==> src/common/ebi_map.svh <==
`ifndef EBI_MAP_SVH
`define EBI_MAP_SVH
// ----------------------------------------
// Register offsets
// ----------------------------------------
`define EBI_OFF_CTRL    8'h00
`define EBI_OFF_GPCFG   8'h04
`define EBI_OFF_ADDR    8'h08
`define EBI_OFF_WDATA   8'h0C
`define EBI_OFF_CMD     8'h10
`define EBI_OFF_RDATA   8'h14
`define EBI_OFF_NBRDATA 8'h18
`define EBI_OFF_STATUS  8'h1C
`define EBI_OFF_MASK    8'h20
`define EBI_OFF_STATE   8'h24
// ----------------------------------------
// Field positions
// ----------------------------------------
`define EBI_CTRL_MODE_LSB 0
`define EBI_CTRL_FRAME    4
`define EBI_CTRL_STRB     5
`define EBI_CTRL_DIV_LSB  8
`define EBI_CMD_WRITE     0
`define EBI_CMD_NBR       1
`define EBI_CMD_BYTE      2
`define EBI_ST_NBR        0
`define EBI_ST_TMO        1
// ----------------------------------------
// Reset values
// ----------------------------------------
`define EBI_CTRL_RST  32'h0000_0000
`define EBI_GPCFG_RST 32'h0000_0010
// ----------------------------------------
// Timing
// ----------------------------------------
`define EBI_CLK_NS      20
`define EBI_HOLDOFF_US  100
`define EBI_HOLDOFF_CYC ((`EBI_HOLDOFF_US * 1000 + `EBI_CLK_NS - 1) / `EBI_CLK_NS)
`endif

==> src/common/ebi_pkg.sv <==
package ebi_pkg;
  // Operating modes of the external bus
  typedef enum logic [1:0] {
    EBI_MODE_OFF   = 2'b00,
    EBI_MODE_SDRAM = 2'b01,
    EBI_MODE_HB16  = 2'b10,
    EBI_MODE_GP    = 2'b11
  } ebi_mode_type;
  // Access engine states
  typedef enum logic [2:0] {
    EBI_IDLE   = 3'b000,
    EBI_HOLD   = 3'b001,
    EBI_SETUP  = 3'b010,
    EBI_STROBE = 3'b011,
    EBI_WAIT   = 3'b100,
    EBI_DONE   = 3'b101
  } ebi_state_type;
endpackage

==> src/common/ebi_link_if.sv <==
`timescale 1ns/100ps
interface ebi_link_if;
  logic [7:0] div;
  logic       sdram_en;
  logic       tick;
  logic       holdoff_done;
  modport core  (output div, output sdram_en, input tick, input holdoff_done);
  modport timer (input div, input sdram_en, output tick, output holdoff_done);
endinterface

==> src/verilog/ebi_clk_timer.sv <==
`timescale 1ns/100ps
`include "ebi_map.svh"
module ebi_clk_timer import ebi_pkg::*; #(
  parameter int unsigned HOLDOFF_CYCLES = `EBI_HOLDOFF_CYC
) (
  input  wire logic CLK_I,
  input  wire logic RESET_I,
  input  wire logic CE_I,
  ebi_link_if.timer lk
);
  localparam int unsigned HW = $clog2(HOLDOFF_CYCLES + 1);
  logic [7:0]    div_cnt_reg;
  logic [HW-1:0] hold_cnt_reg;

  // ----------------------------------------
  // Interface clock tick
  // ----------------------------------------
  assign lk.tick = (div_cnt_reg >= lk.div); // Recovers at once when the divider is lowered

  // Divider counter, one tick per div+1 system clocks
  always_ff @(posedge CLK_I) begin
    if (RESET_I) begin
      div_cnt_reg <= 8'h00;
    end else if (CE_I) begin
      div_cnt_reg <= lk.tick ? 8'h00 : div_cnt_reg + 8'h01;
    end
  end

  // ----------------------------------------
  // Start-up hold-off, in system clocks
  // ----------------------------------------
  // Fixed system rate keeps 100 us at any divider
  always_ff @(posedge CLK_I) begin
    if (RESET_I) begin
      hold_cnt_reg <= '0;
    end else if (CE_I) begin
      if (!lk.sdram_en) begin
        hold_cnt_reg <= '0;
      end else if (!lk.holdoff_done) begin
        hold_cnt_reg <= hold_cnt_reg + HW'(1);
      end
    end
  end
  // Done only while SDRAM mode stays on, so a mode change never shows a stale done
  assign lk.holdoff_done = lk.sdram_en && (hold_cnt_reg == HW'(HOLDOFF_CYCLES));
endmodule // ebi_clk_timer

==> src/verilog/ebi_top.sv <==
// Notes on behaviour
// After SDRAM mode is enabled no SDRAM access starts until 100 us have passed.
// The hold-off is timed in system clocks, so it holds at any interface clock rate.
// Software should itself wait 100 us after enabling SDRAM mode before the first access.
// In 16-bit host-bus mode both byte selects are asserted on every read.
// The non-blocking read count moves only on non-blocking read issue and completion; the code moves it on completion and on NBRDATA reads instead.
// A finished non-blocking read raises the completion interrupt; software waits for it.
// In general-purpose mode the frame pin is driven only when its enable bit is set.
// In general-purpose mode the read and write strobes are driven only when enabled.
// The ready wait is bounded by the programmed limit, counted in interface clocks.
// Software should give unused frame or strobe pins to another function.
`timescale 1ns/100ps
`include "ebi_map.svh"
module ebi_top import ebi_pkg::*; #(
  parameter int unsigned HOLDOFF_CYCLES = `EBI_HOLDOFF_CYC,
  parameter int unsigned NBR_DEPTH      = 4
) (
  input  wire logic        CLK_I,
  input  wire logic        RESET_I,
  input  wire logic        CE_I,
  input  wire logic        HSEL_I,
  input  wire logic [31:0] HADDR_I,
  input  wire logic [1:0]  HTRANS_I,
  input  wire logic        HWRITE_I,
  input  wire logic [2:0]  HSIZE_I,
  input  wire logic        HREADY_I,
  input  wire logic [31:0] HWDATA_I,
  output logic      [31:0] HRDATA_O,
  output logic             HREADYOUT_O,
  output logic             HRESP_O,
  output logic             IRQ_O,
  output logic      [15:0] EXT_ADDR_O,
  input  wire logic [15:0] EXT_DATA_I,
  output logic      [15:0] EXT_DATA_O,
  output logic             EXT_DATA_OEN_O,
  output logic             EXT_CS_N_O,
  output logic      [1:0]  EXT_BSEL_N_O,
  output logic             EXT_FRAME_O,
  output logic             EXT_FRAME_OEN_O,
  output logic             EXT_RD_O,
  output logic             EXT_RD_OEN_O,
  output logic             EXT_WR_O,
  output logic             EXT_WR_OEN_O,
  input  wire logic        EXT_READY_I
);
  localparam int unsigned PW = $clog2(NBR_DEPTH);

  ebi_link_if lk ();

  logic [31:0]   ctrl_reg;
  logic [31:0]   gpcfg_reg;
  logic [15:0]   addr_reg;
  logic [15:0]   wdata_reg;
  logic [31:0]   rdata_reg;
  logic [2:0]    cmd_reg;
  logic [1:0]    status_reg;
  logic [1:0]    status_next;
  logic [1:0]    mask_reg;
  logic          ph_valid_reg;
  logic          ph_write_reg;
  logic [7:0]    ph_addr_reg;
  logic [31:0]   hrdata_reg;
  logic [31:0]   rd_next;
  ebi_state_type state_reg;
  ebi_state_type state_next;
  logic [7:0]    wait_cnt_reg;
  logic [15:0]   data_s1_reg;
  logic [15:0]   data_s2_reg;
  logic          ready_s1_reg;
  logic          ready_s2_reg;
  logic [31:0]   nbr_mem [NBR_DEPTH];
  logic [PW-1:0] wp_reg;
  logic [PW-1:0] rp_reg;
  logic [PW:0]   cnt_reg;

  ebi_mode_type mode;
  logic         gp;
  logic         addr_phase;
  logic         wr_en;
  logic         rd_take;
  logic         go;
  logic         active;
  logic         finish;
  logic         timeout;
  logic         push;
  logic         pop;
  logic         wait_hit;
  logic [15:0]  rd_word;

  assign mode = ebi_mode_type'(ctrl_reg[`EBI_CTRL_MODE_LSB +: 2]);
  assign gp   = (mode == EBI_MODE_GP);

  // ----------------------------------------
  // Interface clock and hold-off timer
  // ----------------------------------------
  assign lk.div      = ctrl_reg[`EBI_CTRL_DIV_LSB +: 8];
  assign lk.sdram_en = (mode == EBI_MODE_SDRAM);

  ebi_clk_timer #(
    .HOLDOFF_CYCLES (HOLDOFF_CYCLES)
  ) u_timer (
    .CLK_I   (CLK_I),
    .RESET_I (RESET_I),
    .CE_I    (CE_I),
    .lk      (lk.timer)
  );

  // ----------------------------------------
  // AHB-Lite slave
  // ----------------------------------------
  assign addr_phase  = HSEL_I && HTRANS_I[1] && HREADY_I;
  assign wr_en       = ph_valid_reg && ph_write_reg;
  assign rd_take     = addr_phase && !HWRITE_I;
  assign HREADYOUT_O = 1'b1;
  assign HRESP_O     = 1'b0;
  assign HRDATA_O    = hrdata_reg;

  // Address phase capture
  always_ff @(posedge CLK_I) begin
    if (RESET_I) begin
      ph_valid_reg <= 1'b0;
      ph_write_reg <= 1'b0;
      ph_addr_reg  <= 8'h00;
    end else if (CE_I) begin
      ph_valid_reg <= addr_phase;
      ph_write_reg <= HWRITE_I;
      ph_addr_reg  <= HADDR_I[7:0];
    end
  end

  // Read mux, unmapped reads as zero
  always_comb begin
    rd_next = 32'h0000_0000;
    if (HADDR_I[7:0] == `EBI_OFF_CTRL) begin
      rd_next = ctrl_reg;
    end else if (HADDR_I[7:0] == `EBI_OFF_GPCFG) begin
      rd_next = gpcfg_reg;
    end else if (HADDR_I[7:0] == `EBI_OFF_ADDR) begin
      rd_next = {16'h0000, addr_reg};
    end else if (HADDR_I[7:0] == `EBI_OFF_WDATA) begin
      rd_next = {16'h0000, wdata_reg};
    end else if (HADDR_I[7:0] == `EBI_OFF_RDATA) begin
      rd_next = rdata_reg;
    end else if (HADDR_I[7:0] == `EBI_OFF_NBRDATA) begin
      rd_next = (cnt_reg != '0) ? nbr_mem[rp_reg] : 32'h0000_0000;
    end else if (HADDR_I[7:0] == `EBI_OFF_STATUS) begin
      rd_next = {30'h0000_0000, status_reg};
    end else if (HADDR_I[7:0] == `EBI_OFF_MASK) begin
      rd_next = {30'h0000_0000, mask_reg};
    end else if (HADDR_I[7:0] == `EBI_OFF_STATE) begin
      rd_next = {16'h0000, 8'(cnt_reg), 4'h0, lk.holdoff_done, state_reg};
    end
  end

  // Read data register, valid in the data phase
  always_ff @(posedge CLK_I) begin
    if (RESET_I) begin
      hrdata_reg <= 32'h0000_0000;
    end else if (CE_I && rd_take) begin
      hrdata_reg <= rd_next;
    end
  end

  // Software written configuration
  always_ff @(posedge CLK_I) begin
    if (RESET_I) begin
      ctrl_reg  <= `EBI_CTRL_RST;
      gpcfg_reg <= `EBI_GPCFG_RST;
      addr_reg  <= 16'h0000;
      wdata_reg <= 16'h0000;
      mask_reg  <= 2'h0;
    end else if (CE_I && wr_en) begin
      if (ph_addr_reg == `EBI_OFF_CTRL) begin
        ctrl_reg <= HWDATA_I;
      end else if (ph_addr_reg == `EBI_OFF_GPCFG) begin
        gpcfg_reg <= HWDATA_I;
      end else if (ph_addr_reg == `EBI_OFF_ADDR) begin
        addr_reg <= HWDATA_I[15:0];
      end else if (ph_addr_reg == `EBI_OFF_WDATA) begin
        wdata_reg <= HWDATA_I[15:0];
      end else if (ph_addr_reg == `EBI_OFF_MASK) begin
        mask_reg <= HWDATA_I[1:0];
      end
    end
  end

  // ----------------------------------------
  // Pin synchronisers
  // ----------------------------------------
  always_ff @(posedge CLK_I) begin
    if (RESET_I) begin
      data_s1_reg  <= 16'h0000;
      data_s2_reg  <= 16'h0000;
      ready_s1_reg <= 1'b0;
      ready_s2_reg <= 1'b0;
    end else if (CE_I) begin
      data_s1_reg  <= EXT_DATA_I;
      data_s2_reg  <= data_s1_reg;
      ready_s1_reg <= EXT_READY_I;
      ready_s2_reg <= ready_s1_reg;
    end
  end

  // ----------------------------------------
  // Access engine
  // ----------------------------------------
  // Command accepted only when idle, mode on and, for a non-blocking read, queue has room
  assign go = wr_en && (ph_addr_reg == `EBI_OFF_CMD) && (state_reg == EBI_IDLE) && (mode != EBI_MODE_OFF)
              && !(HWDATA_I[`EBI_CMD_NBR] && !HWDATA_I[`EBI_CMD_WRITE] && cnt_reg == (PW+1)'(NBR_DEPTH));
  assign wait_hit = ready_s2_reg || (wait_cnt_reg >= gpcfg_reg[7:0]);
  assign finish   = lk.tick && (((state_reg == EBI_STROBE) && !gp) || ((state_reg == EBI_WAIT) && wait_hit));
  assign timeout  = lk.tick && (state_reg == EBI_WAIT) && !ready_s2_reg && (wait_cnt_reg >= gpcfg_reg[7:0]);
  assign active   = (state_reg == EBI_SETUP) || (state_reg == EBI_STROBE) || (state_reg == EBI_WAIT);

  // Next state
  always_comb begin
    state_next = state_reg;
    case (state_reg)
      EBI_IDLE: begin
        if (go) begin
          state_next = EBI_HOLD;
        end
      end
      EBI_HOLD: begin
        if (lk.tick && !(lk.sdram_en && !lk.holdoff_done)) begin
          state_next = EBI_SETUP;
        end
      end
      EBI_SETUP: begin
        if (lk.tick) begin
          state_next = EBI_STROBE;
        end
      end
      EBI_STROBE: begin
        if (lk.tick) begin
          state_next = gp ? EBI_WAIT : EBI_DONE;
        end
      end
      EBI_WAIT: begin
        if (finish) begin
          state_next = EBI_DONE;
        end
      end
      default: begin
        state_next = EBI_IDLE;
      end
    endcase
  end

  // State and command latch
  always_ff @(posedge CLK_I) begin
    if (RESET_I) begin
      state_reg <= EBI_IDLE;
      cmd_reg   <= 3'h0;
    end else if (CE_I) begin
      state_reg <= state_next;
      if (go) begin
        cmd_reg <= HWDATA_I[2:0];
      end
    end
  end

  // Ready wait counter, advanced on interface ticks only
  always_ff @(posedge CLK_I) begin
    if (RESET_I) begin
      wait_cnt_reg <= 8'h00;
    end else if (CE_I) begin
      if (state_reg != EBI_WAIT) begin
        wait_cnt_reg <= 8'h00;
      end else if (lk.tick && !wait_hit) begin
        wait_cnt_reg <= wait_cnt_reg + 8'h01;
      end
    end
  end

  // ----------------------------------------
  // Read results and non-blocking queue
  // ----------------------------------------
  assign rd_word = (cmd_reg[`EBI_CMD_BYTE] && addr_reg[0]) ? {8'h00, data_s2_reg[15:8]}
                 : cmd_reg[`EBI_CMD_BYTE] ? {8'h00, data_s2_reg[7:0]} : data_s2_reg;
  assign push = finish && cmd_reg[`EBI_CMD_NBR] && !cmd_reg[`EBI_CMD_WRITE];
  assign pop  = rd_take && (HADDR_I[7:0] == `EBI_OFF_NBRDATA) && (cnt_reg != '0);

  // Blocking read data
  always_ff @(posedge CLK_I) begin
    if (RESET_I) begin
      rdata_reg <= 32'h0000_0000;
    end else if (CE_I && finish && !cmd_reg[`EBI_CMD_WRITE] && !cmd_reg[`EBI_CMD_NBR]) begin
      rdata_reg <= {16'h0000, rd_word};
    end
  end

  // Queue storage
  always_ff @(posedge CLK_I) begin
    if (CE_I && push) begin
      nbr_mem[wp_reg] <= {16'h0000, rd_word};
    end
  end

  // Queue pointers and count
  always_ff @(posedge CLK_I) begin
    if (RESET_I) begin
      wp_reg  <= '0;
      rp_reg  <= '0;
      cnt_reg <= '0;
    end else if (CE_I) begin
      if (push) begin
        wp_reg <= (wp_reg == PW'(NBR_DEPTH - 1)) ? '0 : wp_reg + PW'(1);
      end
      if (pop) begin
        rp_reg <= (rp_reg == PW'(NBR_DEPTH - 1)) ? '0 : rp_reg + PW'(1);
      end
      cnt_reg <= cnt_reg + (PW+1)'(push) - (PW+1)'(pop);
    end
  end

  // ----------------------------------------
  // Interrupt status, write one to clear
  // ----------------------------------------
  always_comb begin
    status_next = status_reg;
    if (wr_en && ph_addr_reg == `EBI_OFF_STATUS) begin
      status_next = status_next & ~HWDATA_I[1:0];
    end
    status_next[`EBI_ST_NBR] = status_next[`EBI_ST_NBR] | push;
    status_next[`EBI_ST_TMO] = status_next[`EBI_ST_TMO] | timeout;
  end

  always_ff @(posedge CLK_I) begin
    if (RESET_I) begin
      status_reg <= 2'h0;
    end else if (CE_I) begin
      status_reg <= status_next;
    end
  end
  assign IRQ_O = |(status_reg & mask_reg);

  // ----------------------------------------
  // External pins
  // ----------------------------------------
  assign EXT_ADDR_O     = addr_reg;
  assign EXT_DATA_O     = wdata_reg;
  assign EXT_DATA_OEN_O = !(active && cmd_reg[`EBI_CMD_WRITE]);
  assign EXT_CS_N_O     = !active;
  assign EXT_FRAME_O    = gp && active;
  assign EXT_RD_O       = ((state_reg == EBI_STROBE) || (state_reg == EBI_WAIT)) && !cmd_reg[`EBI_CMD_WRITE];
  assign EXT_WR_O       = ((state_reg == EBI_STROBE) || (state_reg == EBI_WAIT)) && cmd_reg[`EBI_CMD_WRITE];

  // Pin enables, low while driven
  assign EXT_FRAME_OEN_O = !(gp && ctrl_reg[`EBI_CTRL_FRAME]);
  assign EXT_RD_OEN_O    = gp && !ctrl_reg[`EBI_CTRL_STRB];
  assign EXT_WR_OEN_O    = gp && !ctrl_reg[`EBI_CTRL_STRB];

  // Byte selects, both on for reads
  always_comb begin
    EXT_BSEL_N_O = 2'b11;
    if (active) begin
      EXT_BSEL_N_O = 2'b00;
      if (mode == EBI_MODE_HB16 && cmd_reg[`EBI_CMD_WRITE] && cmd_reg[`EBI_CMD_BYTE]) begin
        EXT_BSEL_N_O = addr_reg[0] ? 2'b01 : 2'b10;
      end
    end
  end
endmodule // ebi_top
==> config.mk <==
export PLATFORM = sky130hd
export DESIGN_NAME = ebi_top
export DESIGN_NICKNAME = d
export VERILOG_FILES = /design/src/common/ebi_pkg.sv /design/src/common/ebi_link_if.sv /design/src/verilog/ebi_clk_timer.sv /design/src/verilog/ebi_top.sv
export VERILOG_INCLUDE_DIRS = /design/src /design/src/common
export SDC_FILE = /design/constraint.sdc
export NUM_CORES = 1
export LEC_CHECK = 0
export BUFFER_PORTS_ARGS = -buffer_cell sky130_fd_sc_hd__buf_4
export CAP_MARGIN = 20
export CORE_AREA = 2 2 171 157
export DETAILED_ROUTE_END_ITERATION = 10
export DIE_AREA = 0 0 173 159
export PLACE_DENSITY = 0.76
export SYNTH_ARGS = -nofsm -noshare
export SYNTH_HDL_FRONTEND = slang
export SYNTH_HIERARCHICAL = 1
export SYNTH_SLANG_ARGS = --single-unit
export TNS_END_PERCENT = 30
==> constraint.sdc <==
create_clock -name CLK_I -period 2.93 [get_ports CLK_I]
set_clock_uncertainty 0.05 [all_clocks]
set_input_delay 0.293 -clock CLK_I [delete_from_list [all_inputs] [get_ports CLK_I]]
set_output_delay 0.293 -clock CLK_I [all_outputs]
set_load 0.01 [all_outputs]
==> results of run 1 <==
-- cell families (layout without fill, tap and decap cells) --
| kind of cell | after synthesis | in the layout | synth area share (%) |
|---|---|---|---|
| adder cells (fa/ha/maj) | 28 | 28 | 2.66 |
| buffers and inverters | 138 | 382 | 4.84 |
| flip-flops | 300 | 300 | 49.4 |
| multiplexers | 102 | 102 | 9.17 |
| AND/OR/NAND/NOR | 539 | 539 | 18.6 |
| other | 2 | 2 | 0.0558 |
| AO/OA/AOI/OAI | 325 | 325 | 14.7 |
| XOR/XNOR | 10 | 10 | 0.651 |
-- routing by layer --
| metal | global-route usage (%) | up-vias | wire [um] |
|---|---|---|---|
| li1 | - | 5525 | - |
| met1 | 36.8 | 5744 | 15900 |
| met2 | 44.7 | 634 | 18300 |
| met3 | 4.94 | 103 | 3750 |
| met4 | 9.51 | 0 | 1300 |
| met5 | 0 | - | 0 |
-- timing repair --
| item | in CTS | in global routing |
|---|---|---|
| hold endpoints to repair | 116 | 0 |
| buffers inserted | 1 | 2 |
| pin swaps | 5 | 2 |
| setup endpoints to repair | 18 | 88 |
| resized for setup | 12 | 8 |
| hold buffers | 51 | 0 |
| gates cloned | 0 | 2 |
-- stage by stage --
| stage | TNS [ns] | cell area, sq um |
|---|---|---|
| 6_report | 0 | 17000 |
| 5_1_grt | -0.417 | 17000 |
| 4_1_cts | 0 | 16900 |
| 3_5_place_dp | -1.34 | 15300 |
| 3_3_place_gp | -0.627 | 15300 |
| 2_1_floorplan | -0.183 | 13500 |
-- how the worst max path moves through the flow --
stage / end / slack (ns) / depth (start not counted)
after global placement: cnt_reg[2]$_SDFFE_PP0P_ / -0.39 / 17
after detailed placement: cnt_reg[2]$_SDFFE_PP0P_ / -0.37 / 17
final: cnt_reg[2]$_SDFFE_PP0P_ / 0.007 / 16
after CTS: cnt_reg[2]$_SDFFE_PP0P_ / 0.008 / 17
after floorplan: cnt_reg[2]$_SDFFE_PP0P_ / -0.16 / 14
after global routing: cnt_reg[2]$_SDFFE_PP0P_ / -0.14 / 17
-- power breakdown --
part           total (mW)  internal (mW)  leakage [nW]  switching, mW
combinational       0.478          0.211          3.52          0.267
clock                4.05           2.40         0.517           1.64
sequential           4.29           4.25          2.47         0.0356
total                8.81           6.86          6.50           1.95
-- cell type report --
type	count	area [sq um]
fillers	1994	8630
repair buffers	291	2420
clock buffers	43	901
inverters	37	144
well taps	348	435
flip-flops and latches	300	6650
clock inverters	11	151
multi-input cells	1006	6320
-- cells in the final DEF, fill, tap and decap left out, drive strengths merged, types with 15 or more instances in the layout --
| cell type | instances |
|---|---|
| dlygate4sd3 | 51 |
| ha | 27 |
| nor3 | 31 |
| inv | 39 |
| nand3 | 24 |
| a21oi | 161 |
| mux4 | 16 |
| buf | 238 |
| a22oi | 15 |
| dfxtp | 236 |
| o21ai | 65 |
| edfxtp | 64 |
| mux2i | 76 |
| nor2 | 123 |
| a211oi | 16 |
| a221oi | 20 |
| nand2 | 263 |
| nor2b | 17 |
| clkbuf | 45 |
-- worst register-to-register path, cell delays in order (launching register included) --
cell and delay [ns]:
dfxtp_2 0.34, ha_4 0.24, a21o_1 0.20, a2111oi_4 0.33
o21ai_2 0.12, a31oi_2 0.18, nor2_1 0.06, nand3_1 0.08
ha_1 0.23, inv_1 0.06, ha_1 0.13, inv_1 0.05
fa_2 0.33, xor2_1 0.14, nand2_1 0.09, xor2_1 0.14
nor2_1 0.05
==> metrics.md, run 1 <==
| Metric | Value |
|---|---|
| Worst R2R Setup Slack | `0.007 ns` |
| Total number of vias | `12.0k` |
| Delay-heaviest family, CP | `adder cells` |
| Initial antenna violation count | `0` |
| Hold_sp | `CE_I` |
| Mapped Area | `13500 sq um` |
| GPL Wtd Cong | `1.01` |
| Hold EP | `cnt_reg[1]$_SDFFE_PP0P_` |
| Tmin final | `2.92 ns` |
| Status | `finished, final reports clean` |
| Worst Reg-to-Reg Cells | `16` |
| Die W | `173 um` |
| EDFF count, synth | `64` |
| CTS tree | `yes` |
| CTS Buffer Depth | `3` |
| MaxCap Viol Count | `0` |
| Core box area | `25600 sq um` |
| Worst slew margin | `31.5%` |
| Floorplan row count | `56` |
| Dominant cell type by area after synthesis | `dfxtp_1` |
| Clk_lat worst skew | `0.57 ns` |
| Antenna cells | `0` |
| Routed Antenna Nets | `0` |
| Prevailing post-synth register cell | `dfxtp_1` |
| Top post-synthesis cells by area | `dfxtp_1 35%, edfxtp_1 14%, nand2_1 7.3%, a21oi_1 5.7%, mux2i_1 5.7%` |
| Total track usage | `27.4%` |
| Leak | `6.50 nW` |
| Routed WL per cell | `19.3 um` |
| Power per cell area | `518 nW/um^2` |
| Final hold viol count | `0` |
| CTS root buf | `clkbuf_16` |
| Largest net degree at the start of global routing | `94` |
| Synth top area share | `35.1%` |
| RSZ-0062 raised after global routing | `yes` |
| Reg clk slew, reported paths | `0.07 ns` |
| Most frequent cell after synthesis | `nand2_1` |
| Distinct cells, synth | `84` |
| Crit Path Max Fanout | `2` |
| DR iter-0 viols | `1390` |
| Worst setup startpoint | `wait_cnt_reg[4]$_SDFFE_PP0P_` |
| Reg2reg end | `cnt_reg[2]$_SDFFE_PP0P_` |
| Syn Inst Count | `1444` |
| Syn Area/Cell | `9.32 sq um` |
| HP Class | `in -> reg` |
| Seq/Total Area, Yosys | `49.4%` |
| I/O Pins | `169` |
| Pre-antenna DRT Iters | `6` |
| Maximum clock rate | `342 MHz` |
| Die ar. | `27500 sq um` |
| Pwr Total | `8.81 mW` |
| Dpl ws | `-0.375 ns` |
| Ys async rst share | `0%` |
| Die H | `159 um` |
| Detailed Route WL | `39300 um` |
| DP Cell Count | `1926` |
| YS warnings | `6` |
| Worst Slack Setup Final | `0.00722 ns` |
| WHS | `0.0196 ns` |
| Post-synth top cells | `262 x nand2_1, 236 x dfxtp_1, 152 x a21oi_1` |
| Peak VDD IR | `0.448 mV` |
| CP Launch Type | `flip-flop` |
| Nets | `1786` |
| Via-to-Cell Ratio | `5.90` |
| WP data arrival | `3.30 ns` |
| Starting density of the core | `52.5%` |
| Hpwl dp | `25800 um` |
| Worst-margin pin slew | `1.03 ns` |
| H-tree Lvls | `1` |
| Port Buffer Count | `138` |
| Number of flip-flops in the largest register | `64` |
| Reg-to-reg startpoint | `wait_cnt_reg[4]$_SDFFE_PP0P_` |
| Hold Crit Depth | `2` |
| Remaining Overflow, GRT | `0` |
| Yosys reg bits | `300` |
| Final period util | `99.8%` |
| Worst path bufs/invs | `2` |
| Largest register by flop count | `nbr_mem` |
| Cells along the critical path | `ha_4 -> a21o_1 -> a2111oi_4 -> o21ai_2 -> a31oi_2 -> nor2_1 -> nand3_1 -> ha_1 -> inv_1 -> ha_1 -> inv_1 -> fa_2 -> xor2_1 -> nand2_1 -> xor2_1 -> nor2_1` |
| Final Non-Filler Cells | `2036` |
| Global-route wire length before repair | `61400 um` |
| Slowest-stage cell, CP | `dfxtp_2` |
| Clock sinks | `300` |
| Critical Path RT | `3.31 ns` |
| Vias in the first global route | `11.5k` |
| Layout cell share with drive strength beyond 1 | `22.1%` |
| Kind of critical path | `reg -> reg` |
| TritonCTS Buffers | `30` |
| Worst stage delay on the critical path | `0.34 ns` |
| P&R area growth vs syn | `26.4%` |
| Finished Core Util | `66.4%` |
| Final setup viols | `0` |
| Crit. End Element | `flip-flop` |
| Fin. max-slew vios | `0` |
| DR DRC count | `0` |
| Syn Nets | `1564` |
Note: power is estimated with default switching activity, not from simulation.
==> run 2: changes to the inputs <==
Settings changed: CORE_AREA 2 2 171 157 to 2 2 170 155, CTS_BUF_LIST from default to sky130_fd_sc_hd__clkbuf_8, DIE_AREA 0 0 173 159 to 0 0 172 157, PLACE_DENSITY 0.76 to 0.77.
Clock period 2.93 ns to 2.62 ns, I/O delays scaled along.
==> metrics.md, run 2 (synthesis gave the netlist of run 1 again) <==
| Metric | Value |
|---|---|
| Antenna cells | `0` |
| Clock sinks | `300` |
| Core box area | `25000 sq um` |
| Routed WL per cell | `19.1 um` |
| Worst-margin pin slew | `0.861 ns` |
| Worst path bufs/invs | `3` |
| TritonCTS Buffers | `48` |
| CTS root buf | `clkbuf_8` |
| Global-route wire length before repair | `61800 um` |
| Slowest-stage cell, CP | `dfxtp_1` |
| MaxCap Viol Count | `0` |
| Initial antenna violation count | `0` |
| Power per cell area | `529 nW/um^2` |
| WP depth | `17` |
| Number of flip-flops in the largest register | `64` |
| Worst slew margin | `42.5%` |
| Worst stage delay on the critical path | `0.35 ns` |
| Crit Path Max Fanout | `2` |
| Die W | `172 um` |
| Port Buffer Count | `138` |
| Total number of vias | `12.1k` |
| Commonest non-fill, non-tap cell in the layout | `buf_4` |
| Via-to-Cell Ratio | `5.76` |
| Dpl ws | `-0.493 ns` |
| DR iter-0 viols | `1332` |
| Hold Crit Depth | `4` |
| Largest net degree at the start of global routing | `163` |
| Delay-heaviest family, CP | `adder cells` |
| Starting density of the core | `53.7%` |
| Detailed Route WL | `40200 um` |
| Maximum clock rate | `329 MHz` |
| Final period util | `116%` |
| Worst R2R Setup Slack | `-0.42 ns` |
| Fin. max-slew vios | `0` |
| Remaining Overflow, GRT | `0` |
| Leak | `6.79 nW` |
| Tmin final | `3.04 ns` |
| Worst Slack Setup Final | `-0.416 ns` |
| Worst Reg-to-Reg Cells | `17` |
| Hpwl dp | `25900 um` |
| CTS Buffer Depth | `3` |
| Critical Path RT | `3.01 ns` |
| Kind of critical path | `reg -> reg` |
| Die ar. | `27000 sq um` |
| Fillers | `1862` |
| Reg clk slew, reported paths | `0.07 ns` |
| Vias in the first global route | `11.6k` |
| Floorplan row count | `55` |
| CP Launch Type | `flip-flop` |
| Clk_lat worst skew | `0.58 ns` |
| WP data arrival | `3.43 ns` |
| Routed Antenna Nets | `0` |
| Peak VDD IR | `0.597 mV` |
| Nets | `1847` |
| Layout cell share with drive strength beyond 1 | `26.5%` |
| Total track usage | `29.2%` |
| HP Class | `in -> reg` |
| Pre-antenna DRT Iters | `6` |
| I/O Pins | `169` |
| Setup TNS | `-3.61 ns` |
| Status | `complete, but fails checks` |
| Final setup viols | `26` |
| CTS tree | `yes` |
| Largest register by flop count | `nbr_mem` |
| GPL Wtd Cong | `0.921` |
| Most frequent cells in the layout | `263 x buf_4, 261 x nand2_1, 225 x dfxtp_1, 147 x a21oi_1, 121 x nor2_1` |
| Crit. End Element | `flip-flop` |
| Die H | `157 um` |
| DR DRC count | `0` |
| P&R area growth vs syn | `29.9%` |
| Cells along the critical path | `inv_1 -> ha_1 -> a21o_1 -> a2111oi_2 -> o21ai_2 -> a31oi_2 -> nor2_1 -> nand3_1 -> ha_1 -> inv_2 -> ha_4 -> inv_2 -> fa_2 -> xor2_1 -> nand2_1 -> xor2_1 -> nor2_1` |
| Violated checks | `negative setup slack` |
| RSZ-0062 raised after global routing | `yes` |
| H-tree Lvls | `2` |
| Final hold viol count | `0` |
run 2: changes by cell type in the layout (fill, tap and decap cells not counted), moves of 5 or more:
cell,previous run,this run
clkbuf_8,8,57
dfxtp_1,234,225
buf_12,5,11
ha_1,25,17
inv_2,2,9
ha_4,2,9
clkbuf_16,33,0
a21oi_2,8,13
inv_1,34,48
dfxtp_2,2,11
buf_4,231,263
run 2: final cells by class:
| type | instances | area, sq um | share of cell area, % |
|---|---|---|---|
| Inverter | 37 | 144 | 0.823 |
| Clock buffer | 57 | 785 | 4.49 |
| Tap cell | 342 | 428 | 2.45 |
| Sequential cell | 300 | 6660 | 38.1 |
| Multi-Input combinational cell | 1006 | 6490 | 37.1 |
| Timing Repair Buffer | 334 | 2840 | 16.2 |
| Clock inverter | 26 | 143 | 0.816 |
run 2: worst paths after layout:
check	endpoint	start
setup / recovery	cnt_reg[2]$_SDFFE_PP0P_	gpcfg_reg[3]$_SDFFE_PP0P_
hold / removal	ph_addr_reg[7]$_SDFFE_PP0P_	HADDR_I[7]
setup reg to reg	cnt_reg[2]$_SDFFE_PP0P_	gpcfg_reg[3]$_SDFFE_PP0P_
hold reg to reg	gpcfg_reg[10]$_SDFFE_PP0P_	gpcfg_reg[10]$_SDFFE_PP0P_
run 2: per-layer routing:
layer	share of wire [%]	up-vias	global-route usage (%)
met5	0	-	0
met1	42	5726	40.0
met2	45	607	45.7
met4	3.7	0	11.4
met3	9.0	104	6.01
li1	-	5661	-
run 2: what timing repair did:
action | 4_1_cts | 5_1_grt
pin swaps | 5 | 27
hold buffers | 52 | 0
resized for setup | 3 | 61
cloned | 2 | 0
buffers inserted | 6 | 11
endpoints found under the setup margin | 83 | 94
hold endpoints to repair | 120 | 0
run 2: worst min-delay path: cells and delay by family:
| family | cells | cell delay (ns) |
|---|---|---|
| buffers and inverters | 2 | 0.20 |
| AND/OR/NAND/NOR | 1 | 0.08 |
| multiplexers | 1 | 0.07 |
run 2: power breakdown:
| part | switching, mW | internal (mW) | leakage (nW) |
|---|---|---|---|
| clock network | 1.82 | 2.06 | 0.553 |
| registers | 0.0370 | 4.76 | 2.47 |
| logic | 0.311 | 0.252 | 3.77 |
| total | 2.17 | 7.07 | 6.79 |
run 2: metrics by stage:
step	instances	total power [mW]	area (sq um)	util, %	hold slack, ns
2_1_floorplan	1444	5.15	13500	-	0.345
3_3_place_gp	1948	5.36	15600	62.1	0.388
3_5_place_dp	1948	5.37	15600	62.1	0.394
4_1_cts	2091	9.27	17100	68.3	0.00259
5_1_grt	2102	9.54	17500	69.8	0.0456
6_report	2102	9.25	17500	69.8	0.0203
==> run 3: changes to the inputs <==
Settings changed: BUFFER_PORTS_ARGS -buffer_cell sky130_fd_sc_hd__buf_4 to -buffer_cell sky130_fd_sc_hd__clkbuf_2, CELL_PAD_IN_SITES_DETAIL_PLACEMENT from default to 0, CELL_PAD_IN_SITES_GLOBAL_PLACEMENT from default to 2, CORE_AREA 2 2 170 155 to 2 2 213 194, DIE_AREA 0 0 172 157 to 0 0 215 196, PLACE_DENSITY 0.77 to default, PLACE_DENSITY_LB_ADDON from default to 0.1.
==> metrics.md, run 3 (synthesis gave the netlist of run 1 again) <==
| Metric | Value |
|---|---|
| Status | `complete, but fails checks` |
| Violated checks | `negative setup slack` |
| Worst-margin pin slew | `0.808 ns` |
| Total number of vias | `11.6k` |
| Delay-heaviest family, CP | `adder cells` |
| Core box area | `40100 sq um` |
| Commonest non-fill, non-tap cell in the layout | `nand2_1` |
| Fillers | `4113` |
| P&R area growth vs syn | `29.6%` |
| Starting density of the core | `33.6%` |
| DR DRC count | `0` |
| TritonCTS Buffers | `54` |
| Initial antenna violation count | `0` |
| Antenna cells | `0` |
| Detailed Route WL | `46400 um` |
| Global-route wire length before repair | `69400 um` |
| Cells along the critical path | `ha_4 -> a21o_1 -> a2111oi_4 -> o21ai_2 -> a31oi_2 -> nor2_1 -> nand3_1 -> ha_1 -> inv_1 -> ha_1 -> inv_1 -> fa_2 -> xor2_1 -> nand2_1 -> xor2_1 -> nor2_1` |
| Via-to-Cell Ratio | `5.01` |
| WP data arrival | `3.48 ns` |
| Number of flip-flops in the largest register | `64` |
| Routed WL per cell | `20.0 um` |
| Setup TNS | `-8.22 ns` |
| Hpwl dp | `31300 um` |
| Die H | `196 um` |
| Worst stage delay on the critical path | `0.34 ns` |
| Crit Path Max Fanout | `2` |
| Final hold viol count | `0` |
| Final Non-Filler Cells | `2313` |
| Fin. max-slew vios | `0` |
| Worst Slack Setup Final | `-0.435 ns` |
| Sequential share of power | `48.8%` |
| Final period util | `117%` |
| Worst R2R Setup Slack | `-0.44 ns` |
| MaxCap Viol Count | `0` |
| Final setup viols | `90` |
| Switching Power | `2.40 mW` |
| Maximum clock rate | `327 MHz` |
| FF+latch area | `6650 sq um` |
| HP Class | `in -> reg` |
| Floorplan row count | `70` |
| Comb pwr share | `5.7%` |
| Sw Ratio | `24.4%` |
| Largest register by flop count | `nbr_mem` |
| Peak VDD IR | `0.305 mV` |
| Layout cell share with drive strength beyond 1 | `25.4%` |
| Leak | `6.77 nW` |
| Power per cell area | `563 nW/um^2` |
| Largest net degree at the start of global routing | `90` |
| Internal | `7.42 mW` |
| Total track usage | `21.6%` |
| Die W | `215 um` |
| Die ar. | `42100 sq um` |
| GPL Wtd Cong | `0.819` |
| Port Buffer Count | `138` |
| Pwr Total | `9.82 mW` |
| Multi-input gate area in the final layout | `6370 sq um` |
| H-tree Lvls | `2` |
| RSZ-0062 raised after global routing | `yes` |
| Most frequent cells in the layout | `261 x nand2_1, 230 x dfxtp_1, 150 x a21oi_1, 136 x clkbuf_2, 124 x buf_4` |
| Worst path bufs/invs | `2` |
| DR iter-0 viols | `784` |
| CTS root buf | `clkbuf_8` |
| CTS Buffer Depth | `3` |
| Dpl ws | `-0.716 ns` |
| Crit. End Element | `flip-flop` |
| CTS tree | `yes` |
| CP Launch Type | `flip-flop` |
| DP Cell Count | `2157` |
| Clk_lat worst skew | `0.65 ns` |
| WHS | `0.0639 ns` |
| Clock sinks | `300` |
| Routed Antenna Nets | `0` |
| Remaining Overflow, GRT | `0` |
| Kind of critical path | `reg -> reg` |
| Critical Path RT | `3.04 ns` |
| Reg clk slew, reported paths | `0.06 ns` |
| Slowest-stage cell, CP | `dfxtp_2` |
| Nets | `1853` |
| Clock power share | `45.5%` |
| Vias in the first global route | `11.5k` |
| Worst slew margin | `46.2%` |
| I/O Pins | `169` |
| Pre-antenna DRT Iters | `5` |
| Tmin final | `3.06 ns` |
[run 3: changes by cell type in the layout (fill, tap and decap cells not counted), sizes merged]
cell	delta
a21o	+1
dlygate4sd3	+3
inv	-1
bufinv	+1
clkbuf	+146
buf	-142
clkinv	+5
[run 3: timing repair]
item,in CTS,in global routing
hold buffers,55,0
buffers inserted,1,2
setup endpoints to repair,94,93
resized for setup,10,16
gates cloned,0,3
pin swaps,4,3
endpoints found under the hold margin,112,0
[run 3: routing by layer]
layer  vias up  GRT usage [%]  routed length, um
met5         -              0                  0
met4         0           6.97               1030
met3        66           3.84               2450
met2       250           35.2              21500
met1      5601           29.1              21400
li1       5682              -                  -
[run 3: power groups by stage]
stage	clock network, mW	registers [mW]	logic, mW
after global placement	0	4.89	0.492
after global routing	4.82	4.80	0.605
after detailed placement	0	4.89	0.492
after floorplan	0	4.88	0.267
final	4.47	4.79	0.558
after CTS	4.65	4.79	0.558
[run 3: layout make-up]
class / instances / share of cell area [%]
sequential: 300 / 38.1
multi-input combinational: 1007 / 36.5
timing repair buffer: 333 / 14.4
clock buffer: 65 / 5.13
tap: 540 / 3.87
clock inverter: 31 / 1.09
inverter: 37 / 0.825
[run 3: final timing paths]
check,to,start,cells past startpoint
worst min-delay path,ph_addr_reg[5]$_SDFFE_PP0P_,HADDR_I[5],4
worst min register to register,gpcfg_reg[19]$_SDFFE_PP0P_,gpcfg_reg[19]$_SDFFE_PP0P_,2
worst max register to register,cnt_reg[2]$_SDFFE_PP0P_,wait_cnt_reg[4]$_SDFFE_PP0P_,16
worst max-delay path,cnt_reg[2]$_SDFFE_PP0P_,wait_cnt_reg[4]$_SDFFE_PP0P_,16
[run 3: metrics by stage]
stage / instance area [sq um] / utilization, %
2_1_floorplan: 13500 / -
3_3_place_gp: 15600 / 38.9
3_5_place_dp: 15600 / 38.9
4_1_cts: 17300 / 43.1
5_1_grt: 17400 / 43.5
6_report: 17400 / 43.5
[run 3: worst register-to-register path, delay by kind of cell, from the launching register on]
family | cells | cell delay, ns
buf+inv | 2 | 0.10
simple gates | 4 | 0.30
xor+xnor | 2 | 0.29
compound gates | 4 | 0.88
fa+ha+maj | 4 | 0.93
flops | 1 | 0.34
